File: config.mk
export PLATFORM = sky130hd
export DESIGN_NAME = sdsr_top
export DESIGN_NICKNAME = d
export VERILOG_FILES = /design/src/hw/sdsr_pkg.sv /design/src/hw/sdsr_edge_detect.sv /design/src/hw/sdsr_fifo.sv /design/src/hw/sdsr_top.sv
export SDC_FILE = /design/constraint.sdc
export NUM_CORES = 1
export LEC_CHECK = 0
export CELL_PAD_IN_SITES_DETAIL_PLACEMENT = 0
export CELL_PAD_IN_SITES_GLOBAL_PLACEMENT = 1
export CORE_ASPECT_RATIO = 1.5
export CORE_MARGIN = 5
export CORE_UTILIZATION = 52
export CTS_BUF_LIST = sky130_fd_sc_hd__clkbuf_8
export DETAILED_ROUTE_END_ITERATION = 16
export DONT_BUFFER_PORTS = 1
export PLACE_DENSITY_LB_ADDON = 0.1
export SYNTH_ARGS = -nofsm -noshare
export SYNTH_HDL_FRONTEND = slang
export SYNTH_SLANG_ARGS = --single-unit
export TNS_END_PERCENT = 10
File: constraint.sdc
create_clock -name clk -period 5.5 [get_ports clk]
set_clock_uncertainty 0.1 [all_clocks]
set_input_delay 0.275 -clock clk [delete_from_list [all_inputs] [get_ports clk]]
set_output_delay 0.275 -clock clk [all_outputs]
set_load 0.005 [all_outputs]
File: src/hw/sdsr_pkg.sv
// shared constants of the dual tapped shift register
package sdsr_pkg;
    localparam int STAGES = 64;
    localparam int SEGMENT = 16;
    localparam int CHANNELS = 2;
    localparam int TAPS = 4;
    // bit index of the last stage of each 16-stage segment
    localparam int TAP16_POS = 15;
    localparam int TAP32_POS = 31;
    localparam int TAP48_POS = 47;
    localparam int TAP64_POS = 63;
    // bit index of the first stage of the second to fourth segment
    localparam int LOAD17_POS = 16;
    localparam int LOAD33_POS = 32;
    localparam int LOAD49_POS = 48;
    localparam int FIFO_DEPTH = 4;
    localparam logic [63:0] STAGE_RESET = 64'h0000_0000_0000_0000;
    localparam logic OE_N_RESET = 1'h1;
endpackage

File: src/hw/sdsr_edge_detect.sv
// rising and falling edge pulses of a shift clock sampled on clk
`timescale 1ns/10ps
module sdsr_edge_detect
(
    // system
    input wire logic clk,
    input wire logic reset,
    // sampled level and its edges
    input wire logic level_in,
    output logic rise,
    output logic fall
);
    logic prev_r;

    // prev resets low so a clock held high at release counts as one edge
    always_ff @(posedge clk)
    begin
        if (reset)
            prev_r <= 1'h0;
        else
            prev_r <= level_in;
    end

    assign rise = level_in & ~prev_r;
    assign fall = ~level_in & prev_r;
endmodule

File: src/hw/sdsr_fifo.sv
// small fifo with valid and ready on both sides
`timescale 1ns/10ps
module sdsr_fifo
#(
    parameter int WIDTH = 8,
    parameter int DEPTH = 4
)
(
    // system
    input wire logic clk,
    input wire logic reset,
    // filling side
    input wire logic in_valid,
    output logic in_ready,
    input wire logic [WIDTH-1:0] in_data,
    // draining side
    output logic out_valid,
    input wire logic out_ready,
    output logic [WIDTH-1:0] out_data
);
    localparam int PW = (DEPTH > 1) ? $clog2(DEPTH) : 1;
    localparam logic [PW:0] DEPTH_C = (PW+1)'(DEPTH);
    localparam logic [PW-1:0] LAST_C = PW'(DEPTH - 1);

    logic [WIDTH-1:0] mem_r [DEPTH];
    logic [PW-1:0] wr_ptr_r;
    logic [PW-1:0] rd_ptr_r;
    logic [PW:0] count_r;
    logic [PW:0] count_nxt;
    logic full_r;
    logic empty_r;
    logic push;
    logic pop;

    assign push = in_valid & ~full_r;
    assign pop = out_ready & ~empty_r;
    assign in_ready = ~full_r;
    assign out_valid = ~empty_r;
    assign out_data = mem_r[rd_ptr_r];

    always_comb
    begin
        count_nxt = count_r;
        if (push && !pop)
            count_nxt = count_r + (PW+1)'(1);
        else if (pop && !push)
            count_nxt = count_r - (PW+1)'(1);
    end

    always_ff @(posedge clk)
    begin
        if (push)
            mem_r[wr_ptr_r] <= in_data;
    end

    always_ff @(posedge clk)
    begin
        if (reset)
        begin
            wr_ptr_r <= '0;
            rd_ptr_r <= '0;
        end
        else
        begin
            if (push)
                wr_ptr_r <= (wr_ptr_r == LAST_C) ? '0 : wr_ptr_r + PW'(1);
            if (pop)
                rd_ptr_r <= (rd_ptr_r == LAST_C) ? '0 : rd_ptr_r + PW'(1);
        end
    end

    // flags registered so the top sees them straight from flops
    always_ff @(posedge clk)
    begin
        if (reset)
        begin
            count_r <= '0;
            full_r <= 1'h0;
            empty_r <= 1'h1;
        end
        else
        begin
            count_r <= count_nxt;
            full_r <= (count_nxt == DEPTH_C);
            empty_r <= (count_nxt == '0);
        end
    end
endmodule

File: src/hw/sdsr_top.sv
// dual 64-stage tapped shift register with tap snapshot fifo
`timescale 1ns/10ps

module sdsr_top
#(
    parameter int SNAP_DEPTH = sdsr_pkg::FIFO_DEPTH
)
(
    // system
    input wire logic clk,
    input wire logic reset,
    // channel a control and data
    input wire logic shift_clock_a,
    input wire logic serial_in_a,
    input wire logic split_mode_output_disable_a,
    // channel a taps, enables low while driving
    input wire logic tap_stage_16_a_in,
    output logic tap_stage_16_a_out,
    output logic tap_stage_16_a_oe_n,
    input wire logic tap_stage_32_a_in,
    output logic tap_stage_32_a_out,
    output logic tap_stage_32_a_oe_n,
    input wire logic tap_stage_48_a_in,
    output logic tap_stage_48_a_out,
    output logic tap_stage_48_a_oe_n,
    output logic tap_stage_64_a_out,
    output logic tap_stage_64_a_oe_n,
    // channel b control and data
    input wire logic shift_clock_b,
    input wire logic serial_in_b,
    input wire logic split_mode_output_disable_b,
    // channel b taps, enables low while driving
    input wire logic tap_stage_16_b_in,
    output logic tap_stage_16_b_out,
    output logic tap_stage_16_b_oe_n,
    input wire logic tap_stage_32_b_in,
    output logic tap_stage_32_b_out,
    output logic tap_stage_32_b_oe_n,
    input wire logic tap_stage_48_b_in,
    output logic tap_stage_48_b_out,
    output logic tap_stage_48_b_oe_n,
    output logic tap_stage_64_b_out,
    output logic tap_stage_64_b_oe_n,
    // tap snapshots taken after each shift, {b taps, a taps}
    output logic snap_valid,
    input wire logic snap_ready,
    output logic [7:0] snap_data,
    output logic snap_accept,
    output logic snap_overflow
);
    localparam int NC = sdsr_pkg::CHANNELS;
    localparam int NS = sdsr_pkg::STAGES;

    logic [NC-1:0] shift_clk_v;
    logic [NC-1:0] din_v;
    logic [NC-1:0] split_v;
    logic [NC-1:0] t16_in_v;
    logic [NC-1:0] t32_in_v;
    logic [NC-1:0] t48_in_v;
    logic [NC-1:0] rise_v;
    logic [NC-1:0] fall_v;
    logic [NS-1:0] stage_r [NC];
    logic [NS-1:0] stage_nxt [NC];
    logic oe_n_r [NC];
    logic snap_push_r;
    logic snap_overflow_r;
    logic fifo_in_ready;
    logic [7:0] snap_word;

    assign shift_clk_v = {shift_clock_b, shift_clock_a};
    assign din_v = {serial_in_b, serial_in_a};
    assign split_v = {split_mode_output_disable_b, split_mode_output_disable_a};
    assign t16_in_v = {tap_stage_16_b_in, tap_stage_16_a_in};
    assign t32_in_v = {tap_stage_32_b_in, tap_stage_32_a_in};
    assign t48_in_v = {tap_stage_48_b_in, tap_stage_48_a_in};

    // next chain contents for a rising edge in the given mode
    function automatic logic [NS-1:0] shift_next(input logic [NS-1:0] cur, input logic din,
        input logic split, input logic t16, input logic t32, input logic t48);
        logic [NS-1:0] n;
        n = {cur[NS-2:0], din};
        if (split)
        begin
            n[sdsr_pkg::LOAD17_POS] = t16;
            n[sdsr_pkg::LOAD33_POS] = t32;
            n[sdsr_pkg::LOAD49_POS] = t48;
        end
        return n;
    endfunction

    // one identical slice per channel with nothing shared between them
    for (genvar c = 0; c < NC; c++)
    begin : g_chan
        sdsr_edge_detect u_edge
        (
            .clk(clk),
            .reset(reset),
            .level_in(shift_clk_v[c]),
            .rise(rise_v[c]),
            .fall(fall_v[c])
        );

        assign stage_nxt[c] = shift_next(stage_r[c], din_v[c], split_v[c], t16_in_v[c], t32_in_v[c], t48_in_v[c]);

        // storage only moves on a rising edge, so a stopped clock holds it
        always_ff @(posedge clk)
        begin
            if (reset)
                stage_r[c] <= sdsr_pkg::STAGE_RESET;
            else if (rise_v[c])
                stage_r[c] <= stage_nxt[c];
        end

        // enables follow the control one cycle late; releasing early is not possible in a clocked pad
        always_ff @(posedge clk)
        begin
            if (reset)
                oe_n_r[c] <= sdsr_pkg::OE_N_RESET;
            else
                oe_n_r[c] <= split_v[c];
        end

    end

    // taps are the stage flops themselves
    assign tap_stage_16_a_out = stage_r[0][sdsr_pkg::TAP16_POS];
    assign tap_stage_32_a_out = stage_r[0][sdsr_pkg::TAP32_POS];
    assign tap_stage_48_a_out = stage_r[0][sdsr_pkg::TAP48_POS];
    assign tap_stage_64_a_out = stage_r[0][sdsr_pkg::TAP64_POS];
    assign tap_stage_16_b_out = stage_r[1][sdsr_pkg::TAP16_POS];
    assign tap_stage_32_b_out = stage_r[1][sdsr_pkg::TAP32_POS];
    assign tap_stage_48_b_out = stage_r[1][sdsr_pkg::TAP48_POS];
    assign tap_stage_64_b_out = stage_r[1][sdsr_pkg::TAP64_POS];
    // the stage 64 pin has no input path at all, so split mode cannot load it
    assign tap_stage_16_a_oe_n = oe_n_r[0];
    assign tap_stage_32_a_oe_n = oe_n_r[0];
    assign tap_stage_48_a_oe_n = oe_n_r[0];
    assign tap_stage_64_a_oe_n = oe_n_r[0];
    assign tap_stage_16_b_oe_n = oe_n_r[1];
    assign tap_stage_32_b_oe_n = oe_n_r[1];
    assign tap_stage_48_b_oe_n = oe_n_r[1];
    assign tap_stage_64_b_oe_n = oe_n_r[1];

    // snapshot word taken one cycle after any shift, once the stages settled
    assign snap_word = {stage_r[1][sdsr_pkg::TAP64_POS], stage_r[1][sdsr_pkg::TAP48_POS],
        stage_r[1][sdsr_pkg::TAP32_POS], stage_r[1][sdsr_pkg::TAP16_POS],
        stage_r[0][sdsr_pkg::TAP64_POS], stage_r[0][sdsr_pkg::TAP48_POS],
        stage_r[0][sdsr_pkg::TAP32_POS], stage_r[0][sdsr_pkg::TAP16_POS]};

    always_ff @(posedge clk)
    begin
        if (reset)
            snap_push_r <= 1'h0;
        else
            snap_push_r <= |rise_v;
    end

    // shifting cannot wait, so a full fifo drops the snapshot and says so
    always_ff @(posedge clk)
    begin
        if (reset)
            snap_overflow_r <= 1'h0;
        else if (snap_push_r && !fifo_in_ready)
            snap_overflow_r <= 1'h1;
    end

    sdsr_fifo
    #(
        .WIDTH(8),
        .DEPTH(SNAP_DEPTH)
    )
    u_snap_fifo
    (
        .clk(clk),
        .reset(reset),
        .in_valid(snap_push_r),
        .in_ready(fifo_in_ready),
        .in_data(snap_word),
        .out_valid(snap_valid),
        .out_ready(snap_ready),
        .out_data(snap_data)
    );

    assign snap_accept = fifo_in_ready;
    assign snap_overflow = snap_overflow_r;
endmodule

==> results.md <==
* Sequential fraction of the synthesis area at 75.8%
* Worst slew pin tran at 0.804 ns
* Outcome: complete, no violations
* Syn Nets at 441
* Yosys top cell by area: edfxtp_1
* Hold Buf Count CTS at 9
* Crit path kind: primary input to flop
* Synth cell types at 33
* Asr flop ratio synth at 0%
* Syn_area_per_cell at 16.2 um^2
* Die W at 103 um
* Final setup viols at 0
* CTS buffer count at 17
* Total gr overflow at 0
* Syn-to-layout area delta at 9.55%
* Most area-consuming cells after synthesis: edfxtp_1 71%, and2_1 12%, dfxtp_1 5.0%, mux4_2 2.7%, ha_1 1.3%
* Startpoint Class: primary input
* CTS clock-pin slew for the worst setup and hold paths at 0.09 ns
* CP cell instances: dlygate4sd3_1 > inv_1 > nand2_2 > buf_4
* FMAX at 426 MHz
* Reg area at 5140 um^2
* Die Span Y at 150 um
* Synth warn at 0
* CTS max path bufs at 2
* Final hold slack at 0.0724 ns
* Tot GR Track Use at 14.0%
* Most used DFF post-synth: edfxtp_1
* Finished Layout Cells at 599
* Pwr per Cell Area at 380 nW/um^2
* ANT nets after route at 0
* Slew Limit Fails at 0
* Hold WC Path Type: primary input to flop
* Clk root buf: clkbuf_8
* Yosys top cell area share at 70.8%
* Tcrit/Tclk final at 42.6%
* # rows at 51
* Placer Congestion at 0.699
* IO Count at 42
* Drt total wl at 10100 um
* Drt pass-1 iters at 5
* Die area at 15500 um^2
* Hpwl dp at 5880 um
* Post-synthesis cell count at 419
* Footprint of the multi-input gates at 1500 um^2
* Fillcell total at 1018
* Nets at 449
* Critical path's slowest cell: dlygate4sd3_1
* Final core occ at 57.7%
* RSZ-0062 raised after global routing: false
* Starting density of the core at 52.6%
* First-pass GRT wire length at 16300 um
* Min Tclk post-route at 2.35 ns
* WP data arrival at 2.32 ns
* Crit path max fanout at 64
* # resized after CTS at 0
* Commonest non-fill, non-tap cell in the layout: edfxtp_1
* Clk Latency, worst-skew pair at 0.44 ns
* Initial antenna violation count at 0
* Inst Count DP at 558
* CTS Sinks at 177
* Reg2Reg Setup Slack at 3.78 ns
* CTS tree: built
* DRC at 0
* Crit path required time at 5.47 ns
* MaxCap Viol Count at 0
* Buffers on Ports at 0
* Relative slew slack at 46.4%
* Via/cell ratio at 5.12
* DRT iter0 DRCs at 101
* Maximum VDD drop at 0.000183 V
* Layout cell share with drive strength beyond 1 at 12.7%
* Commonest cells after routing, fill and taps aside: 160 x edfxtp_1, 126 x and2_1, 17 x dfxtp_1, 17 x clkbuf_8, 12 x nor2_1
* # Post-CTS Setup Buffers at 0
* Synthesized flop and latch total at 177
* N_diodes at 0
* Leakage at 2.75 nW
* EDFF count, synth at 160
* Pin count of the biggest net entering global routing at 65
* Total power at 2.83 mW
* Syn Std Cell Area at 6790 um^2
* Via count at 3064
* Routed WL per cell at 16.9 um
* Vias in the first global route at 3112
* Core area at 12900 um^2
* CP peak stage delay at 0.97 ns
* Fin. Hold Viols at 0
* Final setup TNS at 0 ns
* Number of H-tree levels at 4
* Nature of the critical path endpoint: flop
==> worst paths after layout <==
| path | startpoint | endpoint | depth (start not counted) |
|---|---|---|---|
| worst max-delay path | reset | stage_r[0][5] | 4 |
| worst min-delay path | tap_stage_16_a_in | stage_r[0][16] | 2 |
| worst min register to register | u_snap_fifo.rd_ptr_r[1] | u_snap_fifo.rd_ptr_r[1] | 2 |
| worst max register to register | g_chan[1].u_edge.prev_r | stage_r[1][63] | 4 |
==> critical path: cells and delay by family <==
family                 cells  cell delay, ns
buffers and inverters      3            1.88
and+or+nand+nor            1            0.11
==> synth_stat cells, types with 5 or more instances <==
cell type,n
edfxtp_1,160
and2_1,126
dfxtp_1,17
clkbuf_1,14
nor2_1,14
nand2_1,9
mux4_2,8
a21oi_1,7
ha_1,7
inv_1,7
buf_4,6
mux2i_1,6
nor3_1,6
nand2b_1,5
==> per-layer routing <==
layer  up-vias  track usage [%]  routed length, um
met5         -                0                  0
met3         9             4.62                533
met1      1510             18.8               4610
li1       1489                -                  -
met2        56             21.5               4860
met4         0             4.99                136
==> flip-flops by register name, indices dropped and copies added (netlist names), named ones only <==
| signal | flops |
|---|---|
| g_chan.u_edge.prev_r | 2 |
| oe_n_r | 2 |
| snap_overflow | 1 |
| snap_push_r | 1 |
| stage_r | 128 |
| u_snap_fifo.count_r | 3 |
| u_snap_fifo.empty_r | 1 |
| u_snap_fifo.full_r | 1 |
| u_snap_fifo.mem_r | 32 |
| u_snap_fifo.rd_ptr_r | 2 |
| u_snap_fifo.wr_ptr_r | 2 |
==> power by group <==
| part | total, mW | switching [mW] | internal, mW |
|---|---|---|---|
| Sequential | 1.62 | 0.0508 | 1.57 |
| Combinational | 0.232 | 0.131 | 0.101 |
| Clock | 0.974 | 0.472 | 0.502 |
==> cells by family (layout without fill, tap and decap cells) <==
logic type,count (synthesis),after routing,synth area share [%]
mux,14,14,3.54
fa+ha+maj,7,7,1.29
simple gates,174,174,15.4
xor+xnor,2,2,0.369
compound gates,14,14,1.38
flops,177,177,75.8
buf+inv,31,52,2.19
==> per-stage QoR <==
stage / worst slack [ns] / cell area (um^2)
finish: 3.15 / 7430
global route: 3.02 / 7430
CTS: 3.16 / 7430
detailed placement: 3.74 / 6900
global placement: 3.79 / 6900
floorplan: 2.95 / 6790
==> cell type report <==
cell class | instances | share of cell area, %
flip-flops and latches | 177 | 69.2
multi-input cells | 211 | 20.2
clock buffers | 17 | 3.15
clock inverters | 15 | 2.79
well taps | 159 | 2.68
repair buffers | 13 | 1.62
inverters | 7 | 0.353
No activity file was read; power rests on OpenSTA's default activity.
